`src/core/ioca_regs.vh`:
```
// Constants for the common action handler of a field I/O module.
// Assumes a 125 MHz module clock; included by bare name.
`ifndef IOCA_REGS_VH
`define IOCA_REGS_VH

// Opcode ranges and common opcodes
`define IOCA_OP_COMMON_BASE 8'hf0
`define IOCA_OP_FW_RESTART 8'hf0
`define IOCA_OP_WDT_RESET 8'hf1
`define IOCA_OP_FLAG_CLEAR 8'hf2
`define IOCA_OP_COMM_TIMEOUT 8'hf3
`define IOCA_OP_MODEL_QUERY 8'hf5
`define IOCA_OP_VERSION_QUERY 8'hf6
`define IOCA_OP_ADDRESS_QUERY 8'hf7
`define IOCA_OP_PRESENCE_PROBE 8'hfe
`define IOCA_OP_NOP 8'hff

// Register byte addresses
`define IOCA_ADDR_STATUS 4'h0
`define IOCA_ADDR_MODEL 4'h4
`define IOCA_ADDR_VERSION 4'h8
`define IOCA_ADDR_COMM_WDT 4'hc

// Status byte fields and reset values
`define IOCA_HARD_RESET_FLAG_BIT 7
`define IOCA_STATUS_RESET 8'h80
`define IOCA_MODEL_RESET 16'h0001
`define IOCA_MAJOR_RESET 8'h01
`define IOCA_MINOR_RESET 8'h00
`define IOCA_ADDRESS_MASK 8'h0f

// Timing
`define IOCA_CLK_KHZ 125000
`define IOCA_TICK_MS 2
`define IOCA_TICK_CYCLES (`IOCA_TICK_MS * `IOCA_CLK_KHZ)
`define IOCA_LED_MS 100
`define IOCA_LED_CYCLES (`IOCA_LED_MS * `IOCA_CLK_KHZ)

`endif

```
`src/core/ioca_common_action.v`:
```
// Common action handler: decodes the shared opcodes, keeps the status flags,
// the communication watchdog, the identity data and the three indicators.
// Assumes commands arrive one per cycle from the gateway and the hardware
// watchdog and firmware restart logic sit outside and reset this block.
`timescale 1ns/1ps
`include "ioca_regs.vh"

// Overview of operation
// - Opcodes 0x00-0xEF go to module logic; 0xF0-0xFF are common actions.
// - Opcode 0xF0 restarts firmware at once, no response, no receive/transmit light.
// - During a reboot from either reset, commands are refused and nothing is sent.
// - Opcode 0xF1 stops watchdog servicing so a hardware reset follows; no response.
// - Opcode 0xF2 clears status bits under ones of the mask byte; no response.
// - The hard reset flag is not cleared by a client flag clear.
// - Every response packet starts with the status byte.
// - Opcode 0xF3 sets watchdog interval in 2 ms units; zero disables; no response.
// - Enabled watchdog expiring without gateway traffic forces a hardware reset.
// - Opcode 0xF5 returns the 16-bit model number, high byte first.
// - Opcode 0xF6 returns major then minor version, each 0 to 99.
// - Opcode 0xF7 returns the four-bit address shunt setting.
// - Opcode 0xFE answers presence, no payload, lights only link.
// - Receive lights on opcodes 0xF2, 0xF3, 0xF5-0xF7 and 0xFF, transmit on sent payload, link on those and 0xFE.
// - Opcode 0xFF changes nothing, returns status only, lights link and receive.
module ioca_common_action #(
	parameter TICK_CYCLES = `IOCA_TICK_CYCLES,
	parameter LED_CYCLES = `IOCA_LED_CYCLES,
	parameter [15:0] MODEL_NUMBER = `IOCA_MODEL_RESET // Arbitrary value
) (
	input wire i_sys_clk,
	input wire i_rstn,
	input wire i_ce,
	input wire [3:0] i_addr,
	input wire [31:0] i_wdata,
	input wire i_wr,
	input wire i_rd,
	output reg [31:0] o_rdata,
	input wire i_cmd_valid,
	input wire [7:0] i_cmd_opcode,
	input wire [7:0] i_cmd_arg,
	input wire i_cmd_from_client,
	output wire o_cmd_ready,
	output reg o_specific_valid,
	output reg [7:0] o_specific_opcode,
	output reg [7:0] o_specific_arg,
	input wire [7:0] i_status_set,
	input wire [3:0] i_address_shunt,
	output reg o_rsp_valid,
	output reg [7:0] o_rsp_byte,
	output reg o_rsp_last,
	output reg o_fw_restart,
	output wire o_wdt_service,
	output reg o_comm_wdt_expired,
	output wire o_link_indicator,
	output wire o_receive_indicator,
	output wire o_transmit_indicator
);
	localparam ST_RUN = 2'd0;
	localparam ST_SEND = 2'd1;
	localparam ST_REBOOT = 2'd2;

	// Payload bytes after the status byte for each common opcode
	function [1:0] payload_len;
		input [7:0] op;
		begin
			case (op)
				`IOCA_OP_MODEL_QUERY: payload_len = 2'd2;
				`IOCA_OP_VERSION_QUERY: payload_len = 2'd2;
				`IOCA_OP_ADDRESS_QUERY: payload_len = 2'd1;
				default: payload_len = 2'd0;
			endcase
		end
	endfunction

	// Opcodes that produce a response packet at all
	function has_packet;
		input [7:0] op;
		begin
			case (op)
				`IOCA_OP_MODEL_QUERY, `IOCA_OP_VERSION_QUERY, `IOCA_OP_ADDRESS_QUERY,
				`IOCA_OP_PRESENCE_PROBE, `IOCA_OP_NOP: has_packet = 1'b1;
				default: has_packet = 1'b0;
			endcase
		end
	endfunction

	reg rst_meta;
	reg rst_sync;
	reg [1:0] state;
	reg [7:0] status;
	reg [15:0] model_number_word;
	reg [7:0] major_version_byte;
	reg [7:0] minor_version_byte;
	reg [7:0] comm_interval;
	reg [7:0] ticks_left;
	reg [31:0] tick_count;
	reg wdt_stopped;
	reg [7:0] rsp_buf0;
	reg [7:0] rsp_buf1;
	reg [7:0] rsp_buf2;
	reg [1:0] rsp_idx;
	reg [1:0] rsp_end;
	reg rsp_payload;
	reg trig_link;
	reg trig_receive;
	reg trig_transmit;
	reg [7:0] next_status;
	reg [7:0] clear_mask_byte;

	wire accept;
	wire common;
	wire tick;

	always @(posedge i_sys_clk or negedge i_rstn) begin
		if (!i_rstn) begin
			rst_meta <= 1'b0;
			rst_sync <= 1'b0;
		end else begin
			rst_meta <= 1'b1;
			rst_sync <= rst_meta;
		end
	end

	// Ready drops while frozen so the gateway never sees a command taken that was not
	assign o_cmd_ready = (state == ST_RUN) && i_ce;
	assign accept = i_cmd_valid && o_cmd_ready;
	assign common = (i_cmd_opcode >= `IOCA_OP_COMMON_BASE);
	assign o_wdt_service = !wdt_stopped;
	assign tick = (tick_count == TICK_CYCLES - 1);

	// Status flags: hardware sets win over a clear in the same cycle
	always @* begin
		clear_mask_byte = 8'h00;
		if (accept && i_cmd_opcode == `IOCA_OP_FLAG_CLEAR) begin
			clear_mask_byte = i_cmd_arg;
			if (i_cmd_from_client)
				clear_mask_byte[`IOCA_HARD_RESET_FLAG_BIT] = 1'b0;
		end
		if (i_wr && i_addr == `IOCA_ADDR_STATUS)
			clear_mask_byte = clear_mask_byte | i_wdata[7:0];
		next_status = (status & ~clear_mask_byte) | i_status_set;
	end

	always @(posedge i_sys_clk or negedge rst_sync) begin
		if (!rst_sync) begin
			status <= `IOCA_STATUS_RESET;
			model_number_word <= MODEL_NUMBER;
			major_version_byte <= `IOCA_MAJOR_RESET;
			minor_version_byte <= `IOCA_MINOR_RESET;
			o_rdata <= 32'h00000000;
		end else if (i_ce) begin
			status <= next_status;
			if (i_wr && i_addr == `IOCA_ADDR_MODEL)
				model_number_word <= i_wdata[15:0];
			if (i_wr && i_addr == `IOCA_ADDR_VERSION) begin
				if (i_wdata[15:8] <= 8'h63)
					major_version_byte <= i_wdata[15:8];
				if (i_wdata[7:0] <= 8'h63)
					minor_version_byte <= i_wdata[7:0];
			end
			o_rdata <= 32'h00000000;
			if (i_rd) begin
				case (i_addr)
					`IOCA_ADDR_STATUS: o_rdata <= {24'h000000, status};
					`IOCA_ADDR_MODEL: o_rdata <= {16'h0000, model_number_word};
					`IOCA_ADDR_VERSION: o_rdata <= {16'h0000, major_version_byte, minor_version_byte};
					`IOCA_ADDR_COMM_WDT: o_rdata <= {14'h0000, wdt_stopped, (state == ST_REBOOT),
						ticks_left, comm_interval};
					default: o_rdata <= 32'h00000000;
				endcase
			end
		end
	end

	// Command decoder, response sequencer and communication watchdog
	always @(posedge i_sys_clk or negedge rst_sync) begin
		if (!rst_sync) begin
			state <= ST_RUN;
			comm_interval <= 8'h00;
			ticks_left <= 8'h00;
			tick_count <= 32'h00000000;
			wdt_stopped <= 1'b0;
			rsp_buf0 <= 8'h00;
			rsp_buf1 <= 8'h00;
			rsp_buf2 <= 8'h00;
			rsp_idx <= 2'd0;
			rsp_end <= 2'd0;
			rsp_payload <= 1'b0;
			o_rsp_valid <= 1'b0;
			o_rsp_byte <= 8'h00;
			o_rsp_last <= 1'b0;
			o_fw_restart <= 1'b0;
			o_comm_wdt_expired <= 1'b0;
			o_specific_valid <= 1'b0;
			o_specific_opcode <= 8'h00;
			o_specific_arg <= 8'h00;
			trig_link <= 1'b0;
			trig_receive <= 1'b0;
			trig_transmit <= 1'b0;
		end else if (i_ce) begin
			o_rsp_valid <= 1'b0;
			o_rsp_last <= 1'b0;
			o_fw_restart <= 1'b0;
			o_comm_wdt_expired <= 1'b0;
			o_specific_valid <= 1'b0;
			trig_link <= 1'b0;
			trig_receive <= 1'b0;
			trig_transmit <= 1'b0;

			// Watchdog counts 2 ms ticks while enabled and not rebooting
			if (comm_interval == 8'h00 || state == ST_REBOOT || accept) begin
				tick_count <= 32'h00000000;
			end else if (tick) begin
				tick_count <= 32'h00000000;
				if (ticks_left == 8'h01) begin
					state <= ST_REBOOT;
					wdt_stopped <= 1'b1;
					o_comm_wdt_expired <= 1'b1;
				end else begin
					ticks_left <= ticks_left - 8'h01;
				end
			end else begin
				tick_count <= tick_count + 32'h00000001;
			end
			if (accept)
				ticks_left <= comm_interval;

			case (state)
				ST_RUN: begin
					if (accept && !common) begin
						o_specific_valid <= 1'b1;
						o_specific_opcode <= i_cmd_opcode;
						o_specific_arg <= i_cmd_arg;
					end else if (accept) begin
						case (i_cmd_opcode)
							`IOCA_OP_FW_RESTART: begin
								o_fw_restart <= 1'b1;
								state <= ST_REBOOT;
							end
							`IOCA_OP_WDT_RESET: begin
								wdt_stopped <= 1'b1;
								state <= ST_REBOOT;
							end
							`IOCA_OP_FLAG_CLEAR: begin
								trig_link <= 1'b1;
								trig_receive <= 1'b1;
							end
							`IOCA_OP_COMM_TIMEOUT: begin
								comm_interval <= i_cmd_arg;
								ticks_left <= i_cmd_arg;
								trig_link <= 1'b1;
								trig_receive <= 1'b1;
							end
							`IOCA_OP_MODEL_QUERY, `IOCA_OP_VERSION_QUERY, `IOCA_OP_ADDRESS_QUERY,
							`IOCA_OP_NOP: begin
								trig_link <= 1'b1;
								trig_receive <= 1'b1;
							end
							`IOCA_OP_PRESENCE_PROBE: begin
								trig_link <= 1'b1;
							end
							default: begin
							end
						endcase
						if (has_packet(i_cmd_opcode)) begin
							state <= ST_SEND;
							rsp_idx <= 2'd0;
							rsp_end <= payload_len(i_cmd_opcode);
							rsp_payload <= (payload_len(i_cmd_opcode) != 2'd0);
							rsp_buf0 <= next_status;
							case (i_cmd_opcode)
								`IOCA_OP_MODEL_QUERY: begin
									rsp_buf1 <= model_number_word[15:8];
									rsp_buf2 <= model_number_word[7:0];
								end
								`IOCA_OP_VERSION_QUERY: begin
									rsp_buf1 <= major_version_byte;
									rsp_buf2 <= minor_version_byte;
								end
								default: begin
									rsp_buf1 <= {4'h0, i_address_shunt} & `IOCA_ADDRESS_MASK;
									rsp_buf2 <= 8'h00;
								end
							endcase
						end
					end
				end
				ST_SEND: begin
					o_rsp_valid <= 1'b1;
					o_rsp_byte <= (rsp_idx == 2'd0) ? rsp_buf0 : (rsp_idx == 2'd1) ? rsp_buf1 : rsp_buf2;
					rsp_idx <= rsp_idx + 2'd1;
					if (rsp_idx == rsp_end) begin
						o_rsp_last <= 1'b1;
						trig_transmit <= rsp_payload;
						state <= ST_RUN;
					end
				end
				ST_REBOOT: begin
					// Held until the outside restart or watchdog resets the block
				end
				default: begin
					state <= ST_RUN;
				end
			endcase
		end
	end

	ioca_led_stretch #(.CYCLES(LED_CYCLES)) u_link (
		.i_sys_clk(i_sys_clk),
		.i_rstn(rst_sync),
		.i_ce(i_ce),
		.i_trig(trig_link),
		.o_led(o_link_indicator)
	);

	ioca_led_stretch #(.CYCLES(LED_CYCLES)) u_receive (
		.i_sys_clk(i_sys_clk),
		.i_rstn(rst_sync),
		.i_ce(i_ce),
		.i_trig(trig_receive),
		.o_led(o_receive_indicator)
	);

	ioca_led_stretch #(.CYCLES(LED_CYCLES)) u_transmit (
		.i_sys_clk(i_sys_clk),
		.i_rstn(rst_sync),
		.i_ce(i_ce),
		.i_trig(trig_transmit),
		.o_led(o_transmit_indicator)
	);
endmodule // ioca_common_action

```
`src/core/ioca_led_stretch.v`:
```
// Indicator pulse stretcher: a one-cycle trigger lights the output for a fixed time.
// Assumes an asynchronous active-low reset and a clock enable from the parent.
`timescale 1ns/1ps
module ioca_led_stretch #(
	parameter CYCLES = 12500000
) (
	input wire i_sys_clk,
	input wire i_rstn,
	input wire i_ce,
	input wire i_trig,
	output reg o_led
);
	reg [23:0] count;

	always @(posedge i_sys_clk or negedge i_rstn) begin
		if (!i_rstn) begin
			count <= 24'h000000;
			o_led <= 1'b0;
		end else if (i_ce) begin
			if (i_trig) begin
				count <= CYCLES[23:0] - 24'h000001;
				o_led <= 1'b1;
			end else if (count != 24'h000000) begin
				count <= count - 24'h000001;
			end else begin
				o_led <= 1'b0;
			end
		end
	end
endmodule // ioca_led_stretch

```
`config.mk`:
```
export PLATFORM = sky130hd
export DESIGN_NAME = ioca_common_action
export DESIGN_NICKNAME = d
export VERILOG_FILES = /design/src/core/ioca_common_action.v /design/src/core/ioca_led_stretch.v
export VERILOG_INCLUDE_DIRS = /design/src /design/src/core
export SDC_FILE = /design/constraint.sdc
export NUM_CORES = 1
export LEC_CHECK = 0
export BUFFER_PORTS_ARGS = -buffer_cell sky130_fd_sc_hd__buf_2
export CORE_MARGIN = 2
export CORE_UTILIZATION = 59
export DETAILED_ROUTE_END_ITERATION = 8
export PLACE_DENSITY = 0.85
export SYNTH_ARGS = -nofsm -noshare
export SYNTH_HDL_FRONTEND = slang
export SYNTH_SLANG_ARGS = --single-unit
```
`constraint.sdc`:
```
create_clock -name i_sys_clk -period 10.7 [get_ports i_sys_clk]
set_clock_uncertainty 0.15 [all_clocks]
set_input_delay 1.07 -clock i_sys_clk [delete_from_list [all_inputs] [get_ports i_sys_clk]]
set_output_delay 1.07 -clock i_sys_clk [all_outputs]
set_load 0.005 [all_outputs]
```
Word level (Yosys, flattened, before mapping)
Index checks and enable logic that the tools add are counted.
{"block": "totals", "register_bits": 261, "word_cells": 199}
{"block": "classes", "n_addsub": 6, "order_cmp": 3, "n_eq_ne": 24, "n_mux": 84, "bitwise_logic": 5, "reduce_logical": 42}
{"cell": "2-to-1 mux 24 bit", "n": 6}
{"cell": "2-to-1 mux 8 bit", "n": 12}
{"cell": "equality test 8 bit (second input constant)", "n": 9}
{"cell": "case mux 18 bit (4 select lines)", "n": 1}
{"cell": "nonzero test 24 bit", "n": 3}
{"cell": "subtractor 24 x 1 -> 24 bit (second input constant)", "n": 3}
{"cell": "2-to-1 mux 32 bit", "n": 2}
{"cell": "2-to-1 mux 1 bit", "n": 41}
{"cell": "adder 32 x 1 -> 32 bit (second input constant)", "n": 1}
{"cell": "equality test 32 x 18 -> 1 bit (second input constant)", "n": 1}
{"cell": "2-to-1 mux 2 bit", "n": 16}
{"cell": "case mux 8 bit (2 select lines)", "n": 2}
{"cell": "2-to-1 mux 18 bit", "n": 1}
{"cell": "<= comparator 8 x 7 -> 1 bit (second input constant)", "n": 2}
{"cell": "bitwise OR 8 bit", "n": 2}
{"cell": "AND reduction 2 bit", "n": 8}
{"cell": "AND reduction 5 bit", "n": 3}
{"cell": "inequality test 2 bit (second input constant)", "n": 5}
{"cell": "nonzero test 2 bit", "n": 5}
{"cell": "AND reduction 3 bit", "n": 3}
{"cell": "AND 8 bit", "n": 1}
{"cell": "equality test 4 bit (second input constant)", "n": 2}
{"cell": "equality test 8 x 1 -> 1 bit (second input constant)", "n": 1}
{"cell": "greater-or-equal comparator 8 bit (second input constant)", "n": 1}
{"cell": "other kinds (21)", "n": 33}

Logic depth before layout (Yosys ltp)
{"block": "logic_depth", "ltp_word": 13, "depth_mapped": 9, "depth_no_buf": 7}

Modules after synthesis
A second synthesis with hierarchy kept.
{"block": "unflattened", "hier_cells": 1275, "hier_area_um2": 12883.6}
{"module": "ioca_common_action", "instances": 1, "cells_per_inst": 837, "area_each_um2": 8485.6, "seq_area_each_um2": 4307.9}
{"module": "ioca_led_stretch at u_link ...", "instances": 2, "cells_per_inst": 146, "area_each_um2": 1471.4, "seq_area_each_um2": 625.6}
{"module": "ioca_led_stretch at u_transmit", "instances": 1, "cells_per_inst": 146, "area_each_um2": 1455.1, "seq_area_each_um2": 625.6}

Worst setup path after synthesis
Ideal clock, no wire load.
{"block": "synth_path", "path_kind": "input-to-output", "from": "in i_ce", "to": "out o_cmd_ready", "t_arrival_ns": 2.065, "required_time_ns": 9.480, "path_slack_ns": 7.415, "cell_stages": 5, "path_buffers": 3, "path_cell_list": "inv_1 > clkbuf_1 > clkbuf_1 > buf_1 > nor3_1"}
{"block": "synth_via", "elab_chain_len": 1}
{"element": "start, declared", "line_no": "ioca_common_action.v:31", "source": "input wire i_ce,"}
{"element": "logical AND 1 bit", "line_no": "ioca_common_action.v:124", "source": "assign o_cmd_ready = (state == ST_RUN) && i_ce;"}
{"element": "end, declared", "line_no": "ioca_common_action.v:41", "source": "output wire o_cmd_ready,"}
No other way between the ends.

Worst setup path in the final report
{"block": "layout_path", "from": "in i_ce", "to": "reg comm_interval[7]"}
{"block": "layout_via", "elab_chain_len": 5}
{"element": "logical AND 1 bit", "line_no": "ioca_common_action.v:124"}
{"element": "logical AND 1 bit", "line_no": "ioca_common_action.v:125", "source": "assign accept = i_cmd_valid && o_cmd_ready;"}
{"element": "logical AND 1 bit", "line_no": "ioca_common_action.v:229", "source": "if (accept && !common) begin"}
{"element": "inverter 1 bit (no source line)"}
{"element": "AND reduction 5 bit (no source line) *"}
{"element": "end signal, assigned", "line_no": "ioca_common_action.v:248", "source": "comm_interval <= i_cmd_arg;"}
{"element": "end, declared", "line_no": "ioca_common_action.v:93", "source": "reg [7:0] comm_interval;"}
Every way passes the cells marked *; elsewhere a longest branch is shown, timed or not.
A chain may end at the register's enable or synchronous reset.

==> flow_metrics.env <==
export IMPL_status="finished clean"
export IMPL_timing_rr_start="state[1]"
export IMPL_met1_usage=0.407
export IMPL_cp_data_required_time_ns=10.96
export IMPL_place_inst=1614
export IMPL_critPathTopFamily="simple AND/OR/NAND/NOR gates"
export IMPL_async_flop_share=1.00
export IMPL_cts_root_buf="clkbuf_16"
export IMPL_final_common_cell="dfrtp_1"
export IMPL_rr_endpoint="comm_interval[7]"
export IMPL_start_util=0.600
export IMPL_ys_types=78
export IMPL_muxShareOfSynthArea=0.0645
export IMPL_clk_pin_slew_ns=0.06
export IMPL_synth_flop_cell="dfrtp_1"
export IMPL_max_freq_mhz=274
export IMPL_r2r_slack_ns=7.09
export IMPL_die_x_um=150
export IMPL_relSlewSlack=0.150
export IMPL_grtUsageTotal=0.288
export IMPL_crit_path_start_kind="input port"
export IMPL_drive_gt1_frac=0.176
export IMPL_timing_setup_tns_ns=0
export IMPL_rsz0062_at_grt="false"
export IMPL_p_total_w=0.00273
export IMPL_critPathCaptureType="register"
export IMPL_fillers=1603
export IMPL_numCtsBuffers=26
export IMPL_power_frac_comb=0.216
export IMPL_grt_max_degree=205
export IMPL_cts_tree="done"
export IMPL_grt_antenna_before_repair=2
export IMPL_yosysTopAreaCellShare=0.486
export IMPL_slew_viol_final=0
export IMPL_initialDrtViolationCount=896
export IMPL_worstMarginPinSlew_ns=1.27
export IMPL_port_buffers=106
export IMPL_die_area_um2=22500
export IMPL_grt_pass1_vias=10200
export IMPL_max_stage_delay_ns=1.07
export IMPL_min_period_over_period=0.342
export IMPL_period_needed_ns=3.66
export IMPL_reg2reg_depth=4
export IMPL_synthTopCellsByArea="dfrtp_1, mux2_2, nor2_1, nand2_1, nand3_1"
export IMPL_vdd_drop_max_v=0.000158
export IMPL_layout_common_cells="dfrtp_1, nor2_1, buf_2"
export IMPL_path_buf_inv=1
export IMPL_crit_fanout=16
export IMPL_crit_arrival_ns=3.92
export IMPL_p_sw_w=0.000889
export IMPL_synth_top_family_by_area="simple AND/OR/NAND/NOR gates"
export IMPL_synth_compound_area_frac=0.150
export IMPL_postCtsHoldBufs=0
export IMPL_post_cts_buffers=0
export IMPL_worst_setup_path_type="input port to register"
export IMPL_fin_nets=1446
export IMPL_swShare=0.325
export IMPL_drt_total_wl_mm=32.1
export IMPL_fp_dieH_um=150
export IMPL_yosys_warnings=0
export IMPL_yosysTopAreaCell="dfrtp_1"
export IMPL_ys_ff_latch=247
export IMPL_clockPowerShare=0.312
export IMPL_cts_resized=0
export IMPL_synthCells=1290
export IMPL_clockBufferDepth=3
export IMPL_drc=0
export IMPL_syn_to_final_growth_pct=12.0
export IMPL_synth_simple_gate_area_frac=0.219
export IMPL_rows=53
export IMPL_met3_usage=0.0512
export IMPL_vias_per_cell=6.51
export IMPL_synth_edff_count=0
export IMPL_synth_avg_cell_area_um2=9.75
export IMPL_intPower_w=0.00185
export IMPL_busiest_layer="met2"
export IMPL_synth_seq_area_share=0.492
export IMPL_htree_levels=1
export IMPL_ios=137
export IMPL_hp_class="input port to asynchronous set/reset pin"
export IMPL_p_leak_nw=6.15
export IMPL_hpwl_mm=21.6
export IMPL_dr_pass1_iters=6
export IMPL_setup_ws_ns=7.04
export IMPL_insertion_delay_ns=0.54
export IMPL_synthesis_area_um2=12600
export IMPL_wl_per_cell_um=19.3
export IMPL_place_ws_ns=6.61
export IMPL_postRouteAntennaNets=0
export IMPL_power_density_nw_per_um2=194
export IMPL_place_congestion=0.915
export IMPL_core_um2=21000
export IMPL_instances_no_fill=1662
export IMPL_hold_viol_final=0
export IMPL_grt_remaining_overflow=0
export IMPL_vias=10800
export IMPL_seqPwrFrac=0.472
export IMPL_cp_slowest_cell="nor4_2"
export IMPL_grt_pass1_wl_mm=52.3
export IMPL_synth_xor_area_share=0.0265
export IMPL_clkSinkCount=247
export IMPL_crit_chain="buf_2, nand4bb_1, nor4_2, nand3_1, mux2_2"
export IMPL_setup_viol=0
export IMPL_synth_adder_area_share=0.00796
export IMPL_grt_util_met2=0.456
export IMPL_cap_violations=0
## power groups by stage
stage	logic (W)	clock network [W]	registers (W)
after floorplan	0.000408	0	0.00126
after global placement	0.000553	0	0.00128
after detailed placement	0.000582	0	0.00130
after CTS	0.000588	0.000861	0.00129
after global routing	0.000662	0.000904	0.00132
final	0.000590	0.000853	0.00129
## worst reg2reg max path, delay by kind of cell, from the launching register on
| kind | cells | cell delay [ns] |
|---|---|---|
| multiplexers | 1 | 0.42 |
| flip-flops | 1 | 0.50 |
| AND/OR/NAND/NOR | 3 | 2.42 |
## layout make-up
| class | count | area [um^2] | share of cell area |
|---|---|---|---|
| Antenna cell | 1 | 2.50 | 0.000178 |
| Multi-Input combinational cell | 938 | 5980 | 0.424 |
| Clock inverter | 9 | 67.6 | 0.00480 |
| Clock buffer | 38 | 736 | 0.0522 |
| Inverter | 35 | 131 | 0.00933 |
| Timing Repair Buffer | 119 | 641 | 0.0455 |
| Sequential cell | 247 | 6190 | 0.439 |
| Tap cell | 275 | 344 | 0.0244 |
## synth_stat cells (all sizes together), types with 14 or more instances
| master | instances |
|---|---|
| or4 | 27 |
| dfrtp | 244 |
| o21ai | 52 |
| xor2 | 29 |
| or3 | 32 |
| nor2 | 141 |
| nand4 | 29 |
| a31oi | 24 |
| a22oi | 22 |
| nand3 | 62 |
| nor3 | 37 |
| a21oi | 49 |
| inv | 35 |
| o2bb2ai | 17 |
| o31ai | 14 |
| nand2 | 98 |
| clkbuf | 60 |
| nor4 | 32 |
| buf | 23 |
| mux2i | 18 |
| mux2 | 52 |
## flip-flops by register name, summed over array words and instances (netlist names), 2 cells and up
register / count
ticks_left: 8
major_version_byte: 8
rsp_buf0: 8
o_rdata: 18
rsp_end: 2
model_number_word: 16
o_rsp_byte: 8
tick_count: 32
rsp_idx: 2
minor_version_byte: 8
o_specific_arg: 8
rsp_buf2: 8
o_specific_opcode: 8
status: 8
comm_interval: 8
u_transmit.count: 24
state: 2
u_receive.count: 24
rsp_buf1: 8
u_link.count: 24
## worst max-delay path by stage
stage / from / endpoint / slack, ns / depth (start not counted)
floorplan: rst_sync / comm_interval[0] / 3.16 / 0
global placement: i_ce / comm_interval[5] / 6.76 / 5
detailed placement: i_ce / comm_interval[5] / 6.61 / 5
CTS: i_ce / o_cmd_ready / 7.12 / 5
global route: i_ce / comm_interval[7] / 6.90 / 5
finish: i_ce / comm_interval[7] / 7.04 / 5
## cell families after synthesis
logic type | after synthesis
AND/OR/NAND/NOR | 533
XOR/XNOR | 38
flip-flops | 247
AO/OA/AOI/OAI | 272
multiplexers | 72
buffers and inverters | 118
other | 2
adder cells (fa/ha/maj) | 8
## metal layers
metal | wire, um | vias to the layer above
li1 | - | 4931
met1 | 13400 | 5290
met2 | 14900 | 523
met3 | 2940 | 76
met4 | 849 | 2
met5 | 13 | -
## through the flow
step	util	instance area (um^2)	hold WS (ns)
4_1_cts	0.672	14100	0.153
6_report	0.672	14100	0.164
5_1_grt	0.672	14100	0.150
2_1_floorplan	-	12600	0.181
3_5_place_dp	0.634	13300	0.189
3_3_place_gp	0.634	13300	0.183
No activity file was read; power rests on OpenSTA's default activity.
